`src/rtl/uoirq_pkg.sv`:
```
// shared constants and carriers for the interrupt mask and receive status block
package uoirq_pkg;

	// ******************************************************************
	// register offsets (byte addresses)
	// ******************************************************************
	localparam logic [11:0] OFS_CORE_INTERRUPT_MASK = 12'h018; // mask register
	localparam logic [11:0] OFS_RECEIVE_STATUS_PEEK = 12'h01C; // top entry, no pop
	localparam logic [11:0] OFS_RECEIVE_STATUS_POP  = 12'h020; // top entry with pop
	localparam logic [11:0] OFS_ROLE_STATUS         = 12'h0F0; // role / mismatch / fill

	// ******************************************************************
	// reset values and mask bit groups
	// ******************************************************************
	localparam logic [31:0] MASK_RESET     = 32'h0000_0000; // all sources masked
	localparam logic [31:0] MASK_HOST_ONLY = 32'h0700_0020; // bits 26,25,24,5
	localparam logic [31:0] MASK_DEV_ONLY  = 32'h201E_FCC0; // 29,20:17,15:10,7:6
	localparam logic [31:0] MASK_BOTH      = 32'hD020_001E; // 31,30,28,21,4:1
	localparam logic [31:0] MASK_WRITABLE  = 32'hF73E_FCFE; // reserved bits stay zero
	localparam logic [31:0] EMPTY_READ     = 32'h0000_0000; // answer of an empty fifo

	// ******************************************************************
	// status bit positions
	// ******************************************************************
	localparam int BIT_ROLE      = 0; // current role: 0 device, 1 host
	localparam int BIT_MISMATCH  = 1; // mode mismatch
	localparam int BIT_RX_NEMPTY = 4; // receive fifo non-empty

	// ******************************************************************
	// receive status field layout
	// ******************************************************************
	localparam int POS_NUMBER = 0;  // channel / endpoint number, 3:0
	localparam int POS_BYTE_COUNT   = 4;  // byte count, 14:4
	localparam int POS_PID    = 15; // data pid, 16:15
	localparam int POS_PACKET_STATUS = 17; // packet status, 20:17
	localparam int POS_FRAME  = 21; // device frame number low bits, 24:21

	// ******************************************************************
	// encodings
	// ******************************************************************
	localparam logic [1:0] PID_DATA0 = 2'h0; // 00
	localparam logic [1:0] PID_DATA1 = 2'h2; // 10
	localparam logic [1:0] PID_DATA2 = 2'h1; // 01
	localparam logic [1:0] PID_MDATA = 2'h3; // 11
	localparam logic [3:0] HST_IN_DATA     = 4'h2; // in data received
	localparam logic [3:0] HST_IN_DONE     = 4'h3; // in transfer completed
	localparam logic [3:0] HST_TOGGLE_ERR  = 4'h5; // data toggle error
	localparam logic [3:0] HST_CH_HALTED   = 4'h7; // channel halted
	localparam logic [3:0] DEV_GLOBAL_NAK  = 4'h1; // global out nak
	localparam logic [3:0] DEV_OUT_DATA    = 4'h2; // out data received
	localparam logic [3:0] DEV_OUT_DONE    = 4'h3; // out transfer completed
	localparam logic [3:0] DEV_SETUP_DONE  = 4'h4; // setup transaction completed
	localparam logic [3:0] DEV_SETUP_DATA  = 4'h6; // setup data received

	// ******************************************************************
	// sizes
	// ******************************************************************
	localparam int FIFO_DEPTH  = 16; // receive status entries
	localparam int ENTRY_WIDTH = 25; // bits of one entry

	// one receive status entry as the protocol engine pushes it
	typedef struct packed {
		logic [3:0]  frame_number_low; // low frame bits, device only
		logic [3:0]  packet_status;    // packet status code
		logic [1:0]  data_pid_field;   // data pid code
		logic [10:0] byte_count;       // bytes in packet
		logic [3:0]  number;           // channel or endpoint number
	} uoirq_rx_entry_t;

	// one register bus request
	typedef struct packed {
		logic        sel;   // access this cycle
		logic        write; // 1 write, 0 read
		logic [11:0] addr;  // byte address
		logic [31:0] wdata; // write data
	} uoirq_bus_req_t;

endpackage

```
`src/rtl/uoirq_mem.sv`:
```
// small dual-port memory with registered read data and write bypass
`timescale 1ns/100ps
module uoirq_mem #(
	parameter int WIDTH = 25,
	parameter int DEPTH = 16,
	parameter int AW    = 4
) (
	input  wire logic             clk,
	input  wire logic             we,
	input  wire logic [AW-1:0]    waddr,
	input  wire logic [WIDTH-1:0] wdata,
	input  wire logic [AW-1:0]    raddr,
	output logic      [WIDTH-1:0] rdata
);
	logic [WIDTH-1:0] store [DEPTH]; // entry storage
	logic [WIDTH-1:0] rdata_next;    // next read word

	// bypass keeps the read word current when it is written in the same cycle
	always_comb
	begin
		rdata_next = store[raddr];
		if (we && (waddr == raddr))
		begin
			rdata_next = wdata;
		end
	end

	// storage and read register; no reset needed for plain data
	always_ff @(posedge clk)
	begin
		if (we)
		begin
			store[waddr] <= wdata;
		end
		rdata <= rdata_next;
	end
endmodule

```
`src/rtl/uoirq_fifo.sv`:
```
// show-ahead fifo with valid and ready on both sides
`timescale 1ns/100ps
module uoirq_fifo #(
	parameter int WIDTH = 25,
	parameter int DEPTH = 16
) (
	input  wire logic             clk,
	input  wire logic             srst,
	input  wire logic             in_valid,
	input  wire logic [WIDTH-1:0] in_data,
	output logic                  in_ready,
	output logic                  out_valid,
	output logic      [WIDTH-1:0] out_data,
	input  wire logic             out_ready
);
	localparam int AW = $clog2(DEPTH);
	localparam logic [AW:0] FULL_COUNT = AW'(DEPTH) == '0 ? (AW+1)'(DEPTH) : (AW+1)'(DEPTH);

	logic [AW-1:0] wr_ptr_reg, wr_ptr_next; // next slot to fill
	logic [AW-1:0] rd_ptr_reg, rd_ptr_next; // slot at head
	logic [AW:0]   count_reg,  count_next;  // stored entries
	logic          push, pop;               // handshakes

	// ******************************************************************
	// pointer and count update
	// ******************************************************************
	always_comb
	begin
		push        = in_valid && (count_reg != FULL_COUNT);
		pop         = out_ready && (count_reg != '0);
		wr_ptr_next = push ? wr_ptr_reg + AW'(1) : wr_ptr_reg;
		rd_ptr_next = pop ? rd_ptr_reg + AW'(1) : rd_ptr_reg;
		count_next  = count_reg + (AW+1)'(push) - (AW+1)'(pop);
	end

	// registers only
	always_ff @(posedge clk)
	begin
		if (srst)
		begin
			wr_ptr_reg <= '0;
			rd_ptr_reg <= '0;
			count_reg  <= '0;
		end
		else
		begin
			wr_ptr_reg <= wr_ptr_next;
			rd_ptr_reg <= rd_ptr_next;
			count_reg  <= count_next;
		end
	end

	// flags come from the count register, so they are honest every cycle
	assign in_ready  = (count_reg != FULL_COUNT);
	assign out_valid = (count_reg != '0);

	// read address looks one step ahead so the head word is ready after a pop
	uoirq_mem #(.WIDTH(WIDTH), .DEPTH(DEPTH), .AW(AW)) u_mem (
		.clk   (clk),
		.we    (push),
		.waddr (wr_ptr_reg),
		.wdata (in_data),
		.raddr (rd_ptr_next),
		.rdata (out_data)
	);
endmodule

```
`src/rtl/uoirq_top.sv`:
```
// interrupt mask register, irq gating and receive status peek/pop ports
// Function
// - masked sources raise no request; status still sets
// - mask at 0x018, resets zero, 1 unmasks
// - host-only bits 26,25,24,5 work in host
// - device-only bits 29,20:17,15:10,7:6 work in device
// - bits 31,30,28,4,3,2,1 work in both roles
// - bit 21 masks periodic or iso out
// - read at 0x01C shows top entry only
// - read at 0x020 shows and pops top
// - empty fifo reads zero, nothing changes
// - status layout follows the current role
// - host layout packet_status,pid,byte_count,channel; upper bits zero
// - host packet status codes 2,3,5,7
// - pid codes data0 00, data1 10, data2 01
// - device layout adds frame bits 24:21
// - frame field carries frame low four bits
// - device packet status codes 1,2,3,4,6
// - role bit reads 0 device, 1 host
// - non-empty flag set while entries wait
// - foreign-role access is harmless, sets mismatch
`timescale 1ns/100ps
module uoirq_top
	import uoirq_pkg::*;
(
	input  wire logic                       clk,
	input  wire logic                       srst,
	input  wire uoirq_pkg::uoirq_bus_req_t  bus_req,
	output logic                            bus_ack,
	output logic [31:0]                     bus_rdata,
	input  wire logic [31:0]                core_status_in,
	input  wire logic                       role_host_pin,
	input  wire logic                       host_reg_access,
	input  wire logic                       device_reg_access,
	input  wire logic                       rx_entry_valid,
	input  wire uoirq_pkg::uoirq_rx_entry_t rx_entry,
	output logic                            rx_entry_ready,
	output logic                            rx_nonempty_flag,
	output logic                            current_role,
	output logic                            irq
);
	import uoirq_pkg::*;

	// ******************************************************************
	// declarations
	// ******************************************************************
	logic [31:0]     core_interrupt_mask_reg, core_interrupt_mask_next; // mask register
	logic            mismatch_reg,   mismatch_next;   // sticky mode mismatch
	logic            role_s1_reg,    role_s2_reg, role_s3_reg; // role synchroniser
	logic            role_reg,       role_next;       // settled role
	logic            bus_ack_reg,    bus_ack_next;    // answer strobe
	logic [31:0]     bus_rdata_reg,  bus_rdata_next;  // read answer
	logic            irq_reg,        irq_next;        // interrupt line
	logic            ready_reg,      ready_next;      // fifo room, registered
	logic            nempty_reg,     nempty_next;     // fifo fill, registered
	logic            fifo_in_ready;                   // fifo room now
	logic            fifo_out_valid;                  // fifo holds an entry
	logic [ENTRY_WIDTH-1:0] fifo_out_data;            // head entry bits
	uoirq_rx_entry_t head;                            // head entry fields
	logic            fifo_pop;                        // pop request
	logic            rd_acc, wr_acc;                  // decoded access kind
	logic [31:0]     status_eff;                      // status as seen by irq
	logic [31:0]     mask_eff;                        // mask after role gating

	// ******************************************************************
	// helpers
	// ******************************************************************

	// offset compare used by every decode branch
	function automatic logic addr_is(input logic [11:0] a, input logic [11:0] ofs);
		addr_is = (a == ofs);
	endfunction

	// build the status word in the layout of the current role
	function automatic logic [31:0] format_entry(input uoirq_rx_entry_t e,
		input logic host);
		logic [31:0] w;
		w = '0;
		w[POS_NUMBER +: 4]  = e.number;
		w[POS_BYTE_COUNT   +: 11] = e.byte_count;
		w[POS_PID    +: 2]  = e.data_pid_field; // codes pass untouched
		w[POS_PACKET_STATUS +: 4]  = e.packet_status;  // codes pass untouched
		if (!host)
		begin
			w[POS_FRAME +: 4] = e.frame_number_low;
		end
		format_entry = w; // host upper bits stay zero
	endfunction

	assign head = uoirq_rx_entry_t'(fifo_out_data);

	// ******************************************************************
	// role input synchroniser
	// ******************************************************************

	// the role comes from outside the clock domain: three stages, change when two agree
	always_comb
	begin
		role_next = role_reg;
		if (role_s2_reg == role_s3_reg)
		begin
			role_next = role_s3_reg;
		end
	end

	// registers only
	always_ff @(posedge clk)
	begin
		if (srst)
		begin
			role_s1_reg <= 1'b0;
			role_s2_reg <= 1'b0;
			role_s3_reg <= 1'b0;
			role_reg    <= 1'b0;
		end
		else
		begin
			role_s1_reg <= role_host_pin;
			role_s2_reg <= role_s1_reg;
			role_s3_reg <= role_s2_reg;
			role_reg    <= role_next;
		end
	end

	// ******************************************************************
	// register bus decode
	// ******************************************************************

	// a single-cycle request; the answer follows on the next edge
	always_comb
	begin
		rd_acc                   = bus_req.sel && !bus_req.write;
		wr_acc                   = bus_req.sel && bus_req.write;
		core_interrupt_mask_next = core_interrupt_mask_reg;
		mismatch_next            = mismatch_reg;
		bus_ack_next             = bus_req.sel;
		bus_rdata_next           = '0; // unmapped reads answer zero
		fifo_pop                 = 1'b0;
		if (addr_is(bus_req.addr, OFS_CORE_INTERRUPT_MASK))
		begin
			if (wr_acc)
			begin
				// reserved bits are dropped even if software sets them
				core_interrupt_mask_next = bus_req.wdata & MASK_WRITABLE;
			end
			bus_rdata_next = core_interrupt_mask_reg;
		end
		else if (addr_is(bus_req.addr, OFS_RECEIVE_STATUS_PEEK))
		begin
			// look only, the head stays put
			if (rd_acc && fifo_out_valid)
			begin
				bus_rdata_next = format_entry(head, role_reg);
			end
		end
		else if (addr_is(bus_req.addr, OFS_RECEIVE_STATUS_POP))
		begin
			// pop in the same access; an empty fifo is left alone
			if (rd_acc && fifo_out_valid)
			begin
				bus_rdata_next = format_entry(head, role_reg);
				fifo_pop       = 1'b1;
			end
			else
			begin
				bus_rdata_next = EMPTY_READ;
			end
		end
		else if (addr_is(bus_req.addr, OFS_ROLE_STATUS))
		begin
			if (wr_acc && bus_req.wdata[BIT_MISMATCH])
			begin
				mismatch_next = 1'b0; // write one clears
			end
			bus_rdata_next[BIT_ROLE]      = role_reg;
			bus_rdata_next[BIT_MISMATCH]  = mismatch_reg;
			bus_rdata_next[BIT_RX_NEMPTY] = nempty_reg;
		end
		// between accesses the answer word stands still
		if (!bus_req.sel)
		begin
			bus_rdata_next = bus_rdata_reg;
		end
		// foreign role access elsewhere in the map: only the flag moves, set wins
		if ((host_reg_access && !role_reg) || (device_reg_access && role_reg))
		begin
			mismatch_next = 1'b1;
		end
	end

	// registers only
	always_ff @(posedge clk)
	begin
		if (srst)
		begin
			core_interrupt_mask_reg <= MASK_RESET; // all masked at start
			mismatch_reg            <= 1'b0;
			bus_ack_reg             <= 1'b0;
			bus_rdata_reg           <= '0;
		end
		else
		begin
			core_interrupt_mask_reg <= core_interrupt_mask_next;
			mismatch_reg            <= mismatch_next;
			bus_ack_reg             <= bus_ack_next;
			bus_rdata_reg           <= bus_rdata_next;
		end
	end

	// ******************************************************************
	// interrupt gating
	// ******************************************************************

	// status bits set regardless of the mask; only the request is gated
	always_comb
	begin
		status_eff                = core_status_in;
		status_eff[BIT_ROLE]      = 1'b0; // role bit is no event
		status_eff[BIT_MISMATCH]  = mismatch_reg;
		status_eff[BIT_RX_NEMPTY] = fifo_out_valid;
		// role-specific bits count only in their own role
		mask_eff = core_interrupt_mask_reg &
			(role_reg ? (MASK_HOST_ONLY | MASK_BOTH) : (MASK_DEV_ONLY | MASK_BOTH));
		irq_next = |(status_eff & mask_eff);
	end

	// ******************************************************************
	// fifo flags
	// ******************************************************************

	// flags are registered copies; the push uses the fifo's own ready, so an entry offered the cycle after the fifo fills is dropped
	always_comb
	begin
		ready_next  = fifo_in_ready;
		nempty_next = fifo_out_valid;
	end

	// registers only
	always_ff @(posedge clk)
	begin
		if (srst)
		begin
			irq_reg    <= 1'b0;
			ready_reg  <= 1'b0;
			nempty_reg <= 1'b0;
		end
		else
		begin
			irq_reg    <= irq_next;
			ready_reg  <= ready_next;
			nempty_reg <= nempty_next;
		end
	end

	// ******************************************************************
	// receive status fifo
	// ******************************************************************

	// entries are taken only while the registered ready is high, which lags one
	// cycle; the fifo gates its own push, so a late push is simply not taken
	uoirq_fifo #(.WIDTH(ENTRY_WIDTH), .DEPTH(FIFO_DEPTH)) u_fifo (
		.clk       (clk),
		.srst      (srst),
		.in_valid  (rx_entry_valid && ready_reg),
		.in_data   (rx_entry),
		.in_ready  (fifo_in_ready),
		.out_valid (fifo_out_valid),
		.out_data  (fifo_out_data),
		.out_ready (fifo_pop)
	);

	// ******************************************************************
	// outputs
	// ******************************************************************
	assign bus_ack          = bus_ack_reg;
	assign bus_rdata        = bus_rdata_reg;
	assign rx_entry_ready   = ready_reg;
	assign rx_nonempty_flag = nempty_reg;
	assign current_role     = role_reg;
	assign irq              = irq_reg;
endmodule

```
`config.mk`:
```
export PLATFORM = sky130hd
export DESIGN_NAME = uoirq_top
export DESIGN_NICKNAME = d
export VERILOG_FILES = /design/src/rtl/uoirq_pkg.sv /design/src/rtl/uoirq_mem.sv /design/src/rtl/uoirq_fifo.sv /design/src/rtl/uoirq_top.sv
export SDC_FILE = /design/constraint.sdc
export NUM_CORES = 1
export LEC_CHECK = 0
export BUFFER_PORTS_ARGS = -buffer_cell sky130_fd_sc_hd__buf_2
export CORE_MARGIN = 1
export CORE_UTILIZATION = 39
export CTS_BUF_LIST = sky130_fd_sc_hd__clkbuf_4 sky130_fd_sc_hd__clkbuf_8
export CTS_CLUSTER_DIAMETER = 200
export DETAILED_ROUTE_END_ITERATION = 12
export HOLD_SLACK_MARGIN = 0.02
export PLACE_DENSITY = 0.66
export RECOVER_POWER = 50
export SYNTH_ARGS = -nofsm -noshare
export SYNTH_HDL_FRONTEND = slang
export SYNTH_SLANG_ARGS = --single-unit
```
`constraint.sdc`:
```
create_clock -name clk -period 3.8 [get_ports clk]
set_input_delay 0.19 -clock clk [delete_from_list [all_inputs] [get_ports clk]]
set_output_delay 0.19 -clock clk [all_outputs]
set_load 0.005 [all_outputs]
```
Yosys cells after proc, flatten, opt, wreduce, memory -nomap -nowiden
Memory sizes are Yosys's and may differ from the RTL's. A register that Yosys moved wholly into a read port is not among the register bits.
Index checks and enable logic that the tools add are counted.
{"block": "op_classes", "n_addsub": 4, "eq_ne": 9, "mux": 24, "bitwise": 2, "n_reduce_logical": 18}
{"cell": "$and A32 B32 Y32", "count": 2}
{"cell": "$mux W32", "count": 2}
{"cell": "$reduce_or A32 Y1", "count": 1}
{"cell": "$mux W30", "count": 1}
{"cell": "$mux W27", "count": 1}
{"cell": "$mux W25", "count": 1}
{"cell": "$eq A12 B5 Y1 const B", "count": 2}
{"cell": "$mux W1", "count": 14}
{"cell": "$eq A12 B6 Y1 const B", "count": 1}
{"cell": "$eq A12 B8 Y1 const B", "count": 1}
{"cell": "$logic_and A1 B1 Y1", "count": 9}
{"cell": "$add A4 B1 Y4 const B", "count": 2}
{"cell": "$mux W4", "count": 2}
{"cell": "$mux W2", "count": 3}
{"cell": "$ne A2 B1 Y1 const B", "count": 3}
{"cell": "$add A5 B1 Y5", "count": 1}
{"cell": "$ne A5 B5 Y1 const B", "count": 1}
{"cell": "$reduce_and A5 Y1", "count": 1}
{"cell": "$reduce_bool A5 Y1", "count": 1}
{"cell": "$sub A5 B1 Y5", "count": 1}
{"cell": "$reduce_bool A2 Y1", "count": 2}
{"cell": "$logic_not A1 Y1", "count": 2}
{"cell": "$reduce_and A2 Y1", "count": 1}
{"cell": "$eq A1 B1 Y1", "count": 1}
{"cell": "$logic_or A1 B1 Y1", "count": 1}
{"block": "word_totals", "reg_bits": 79, "ramBits": 400, "inputBits": 109, "elab_cells": 72, "mem_count": 1}
{"memory": "u_fifo.u_mem.store", "depth": 16, "width": 25, "read_ports": 1, "rd_clocked_by_memory_dff": 1, "wr": 1, "line": "uoirq_mem.sv:15", "source": "logic [WIDTH-1:0] store [DEPTH];"}

Depth between registers and ports, before layout
{"block": "depth", "word_depth": 9, "depth_mapped": 14, "ltp_nobuf": 14}

By module
From an unflattened synthesis, not the netlist that was laid out.
{"block": "hier_totals", "hier_cells": 1049, "hier_area_um2": 18858.1}
{"mod": "uoirq_mem", "n_inst": 1, "cells_each": 639, "area_per_inst_um2": 15130.8, "seq_area_each_um2": 12091.6}
{"mod": "uoirq_top", "n_inst": 1, "cells_each": 322, "area_per_inst_um2": 2972.9, "seq_area_each_um2": 1301.2}
{"mod": "uoirq_fifo", "n_inst": 1, "cells_each": 88, "area_per_inst_um2": 754.5, "seq_area_each_um2": 260.2}

Worst setup path before layout
No wires, ideal clock.
{"block": "synth_timing", "path_kind": "reg2reg", "from": "reg u_fifo.count_reg[2]", "to": "mem u_fifo.u_mem.store[3][0], enable pin", "t_arrival_ps": 2935, "required_ps": 3362, "setup_slack_ps": 427, "path_stages_with_launch": 7, "cell_sequence": "dfxtp_1 > inv_1 > ha_1 > nor3b_1 > a21oi_2 > nand2_1 > nor3_1"}
{"block": "synth_between", "elab_chain_len": 4}
{"element": "from (decl)", "line": "uoirq_fifo.sv:21", "source": "logic [AW:0] count_reg, count_next;"}
{"element": "from (signal assigned)", "line": "uoirq_fifo.sv:49", "source": "count_reg <= count_next;"}
{"element": "$ne A5 B5 Y1", "line": "uoirq_fifo.sv:29", "source": "push = in_valid && (count_reg != FULL_COUNT);"}
{"element": "$logic_and A1 B1 Y1", "line": "uoirq_fifo.sv:29"}
{"element": "named net u_fifo.push", "line": "uoirq_fifo.sv:22", "source": "logic push, pop;"}
{"element": "$mux W1", "line": "uoirq_mem.sv:31", "source": "if (we)"}
{"element": "$mux W1 (not written as such)", "line": "uoirq_mem.sv:33", "source": "store[waddr] <= wdata;"}
{"element": "to (decl)", "line": "uoirq_mem.sv:15"}
The timed path passes the listed nets, and every way through them passes these cells.

Worst setup path in the final report
{"block": "layout_timing", "from": "reg u_fifo.count_reg[2]", "to": "mem u_fifo.u_mem.store[12][6], enable pin"}
The elaborated chain is that of the path after synthesis.

==> impl_metrics.ini <==
[yosys]
synth_edf_count = 400
synth-main-ff-cell = edfxtp_1
yosys-top-cells-area = edfxtp_1 (64%), mux4_2 (12%), dfxtp_1 (8.8%), mux2i_1 (1.7%), a21oi_1 (1.5%)
ys_async_sr_fraction_pct = 0
synth_area_per_cell_sq_um = 18.1
syn_inst = 1039
yosysWarningCount = 0
synth.net_count = 1160
synth_top_area_cell = edfxtp_1
synth_cell_types = 50
ys_seq_elements = 482
seq_area_frac_synth_pct = 72.8
yosys.area.top_type_share_pct = 64.0
synth_area_sq_um = 18800

[route]
routedLengthMet1_um = 18600
vias_per_cell = 5.28
routed.top_layer = met5
dr.pass1.iters = 7
dr_wl_met3_um = 2770
drt_wl_total_um = 41400
drc = 0
wl_per_cell_um = 21.3
vias = 10266
drtAntennaViolNets = 0
drt_iter0_markers = 903
met2_length_um = 19300

[power]
power_mw = 10.7
max-vdd-ir-drop_mv = 0.241
p_leak_nw = 7.13
power.density_nw_per_um2 = 482

[timing]
finalSetupViolations = 0
holdWs_ns = 0.0916
rsz0062_at_grt = false
fin_crit_sh_pct = 80.7
layout_setup_ws_ns = 0.732
final_hold_viol_count = 0
clock_skew_ns = 0.0286
timing.setup.tns_ns = 0
max_clock_freq_mhz = 326
slew_headroom_pct = 31.6
slew_viol_final = 0
min_period_ns = 3.07
worst_slew_pin_slew_ns = 1.03

[final_layout]
fill_cells = 3897
final_cell_mix = edfxtp_1 (400), mux4_2 (100), clkbuf_8 (80)
drive_gt1_share_pct = 28.3
largest_register_ffs = 400
instances_no_fill = 1945
fin_nets = 1400
syn_to_final_growth_pct = 18.8
layout_commonest_cell = edfxtp_1

[die]
io_pins = 146
initial_core_util_pct = 39.9
dieArea_sq_um = 49000
die_x_um = 221
placementRows = 79
dieHeight_um = 221
core_sq_um = 47000

[cts]
clkSlewWorstSetupHoldPaths_ns = 0.07
cts_tree = built
cts.sinks = 482
cts_buffer_depth = 3
clk_latency_ns = 0.64
cts_setup_buffers = 0
cts_htree_levels = 3
cts_root_buf = clkbuf_8
cts_buffers = 77
cts_resized = 0

[grt]
grt_pass1_vias = 10585
grt_usage_pct = 17.1
grt_max_degree = 75
grt_pass1_wl_um = 63000
antenna_found_initial = 2
overflow = 0

[worst_setup_path]
critPathLaunch = u_fifo.count_reg[2]
start_kind = flop
cp.required_ns = 4.09
end_kind = flop
r2r-start = u_fifo.count_reg[2]
criticalPathCategory = flop to flop
cp_max_fo = 17
cp.arrival_ns = 3.36

[placement]
gp_congestion = 0.801
hpwl_um = 24800
placed_cells = 1748
port_buffers = 128
pre_cts_ws_ns = 0.926

[min_path]
hold_class = input port to flop
min_from = bus_req[32]

[outcome]
status = completed

[flow_run]
maxCapViolations = 0
[through the flow]
step                instance area, sq um  utilization, %
finish                             22300            47.4
floorplan                          18800               -
global route                       22300            47.4
CTS                                22400            47.6
global placement                   20200            43.1
detailed placement                 20200            43.1
[worst max-delay path: stages, from the launching register on]
cell	delay (ns)
dfxtp_1	0.34
inv_1	0.06
ha_1	0.20
nor3b_1	0.16
a21oi_1	0.65
nand2_1	0.43
nor2_4	0.47
buf_4	0.41
[worst paths after layout]
| kind | cells after the start | slack, ns | endpoint |
|---|---|---|---|
| hold reg to reg | 1 | 0.44 | flop |
| setup reg to reg | 7 | 0.73 | u_fifo.u_mem.store[12][6] |
| setup / recovery | 7 | 0.73 | u_fifo.u_mem.store[12][6] |
| hold / removal | 5 | 0.09 | flop |
[area by class of cell]
cell class	count	area [sq um]	area share (%)
antenna	1	2.50	0.0112
clock buffer	101	1260	5.65
clock inverter	36	264	1.19
inverter	10	37.5	0.169
multi-input combinational	487	4810	21.6
sequential	482	13700	61.4
tap	607	759	3.41
timing repair buffer	221	1480	6.64
[report_power, final]
part | leakage, nW | total (mW) | internal (mW) | switching (mW)
clock | 0.802 | 4.38 | 2.38 | 2.00
sequential | 4.27 | 5.84 | 5.80 | 0.0324
combinational | 2.06 | 0.513 | 0.208 | 0.305
[routing by layer]
layer	vias up	track usage, %
met2	361	26.9
met4	2	5.12
li1	4602	-
met3	61	4.28
met5	-	0
met1	5240	23.5
[cell usage after synthesis (11+ instances only)]
cell type and number:
edfxtp_1 400, mux4_2 100, dfxtp_1 82, nand2_1 67, a21oi_1 57, nor2_1 54, mux2i_1 31, nor2b_1 28
mux2_2 24, clkbuf_1 23, buf_2 17, o22ai_1 16, a31oi_1 13, a22oi_1 12, ha_1 11
[cells by family (layout without fill, tap and decap cells)]
group                      count (synthesis)  count (layout)  share of synthesized area [%]
AOI/OAI and AO/OA                        119             119                           3.85
other                                      1               2                         0.0200
and+or+nand+nor                          190             190                           4.82
adders and majority gates                 12              12                          0.841
muxes                                    155             155                           15.1
buffers and inverters                     70             368                           2.09
DFF                                      482             482                           72.8
xor gates and xnor gates                  10              10                          0.467
[repair_timing]
action | in CTS | in global routing
setup endpoints to repair | 0 | 0
hold buffers | 59 | 0
endpoints found under the hold margin | 430 | 0
Power figures use the tool's default switching activity.
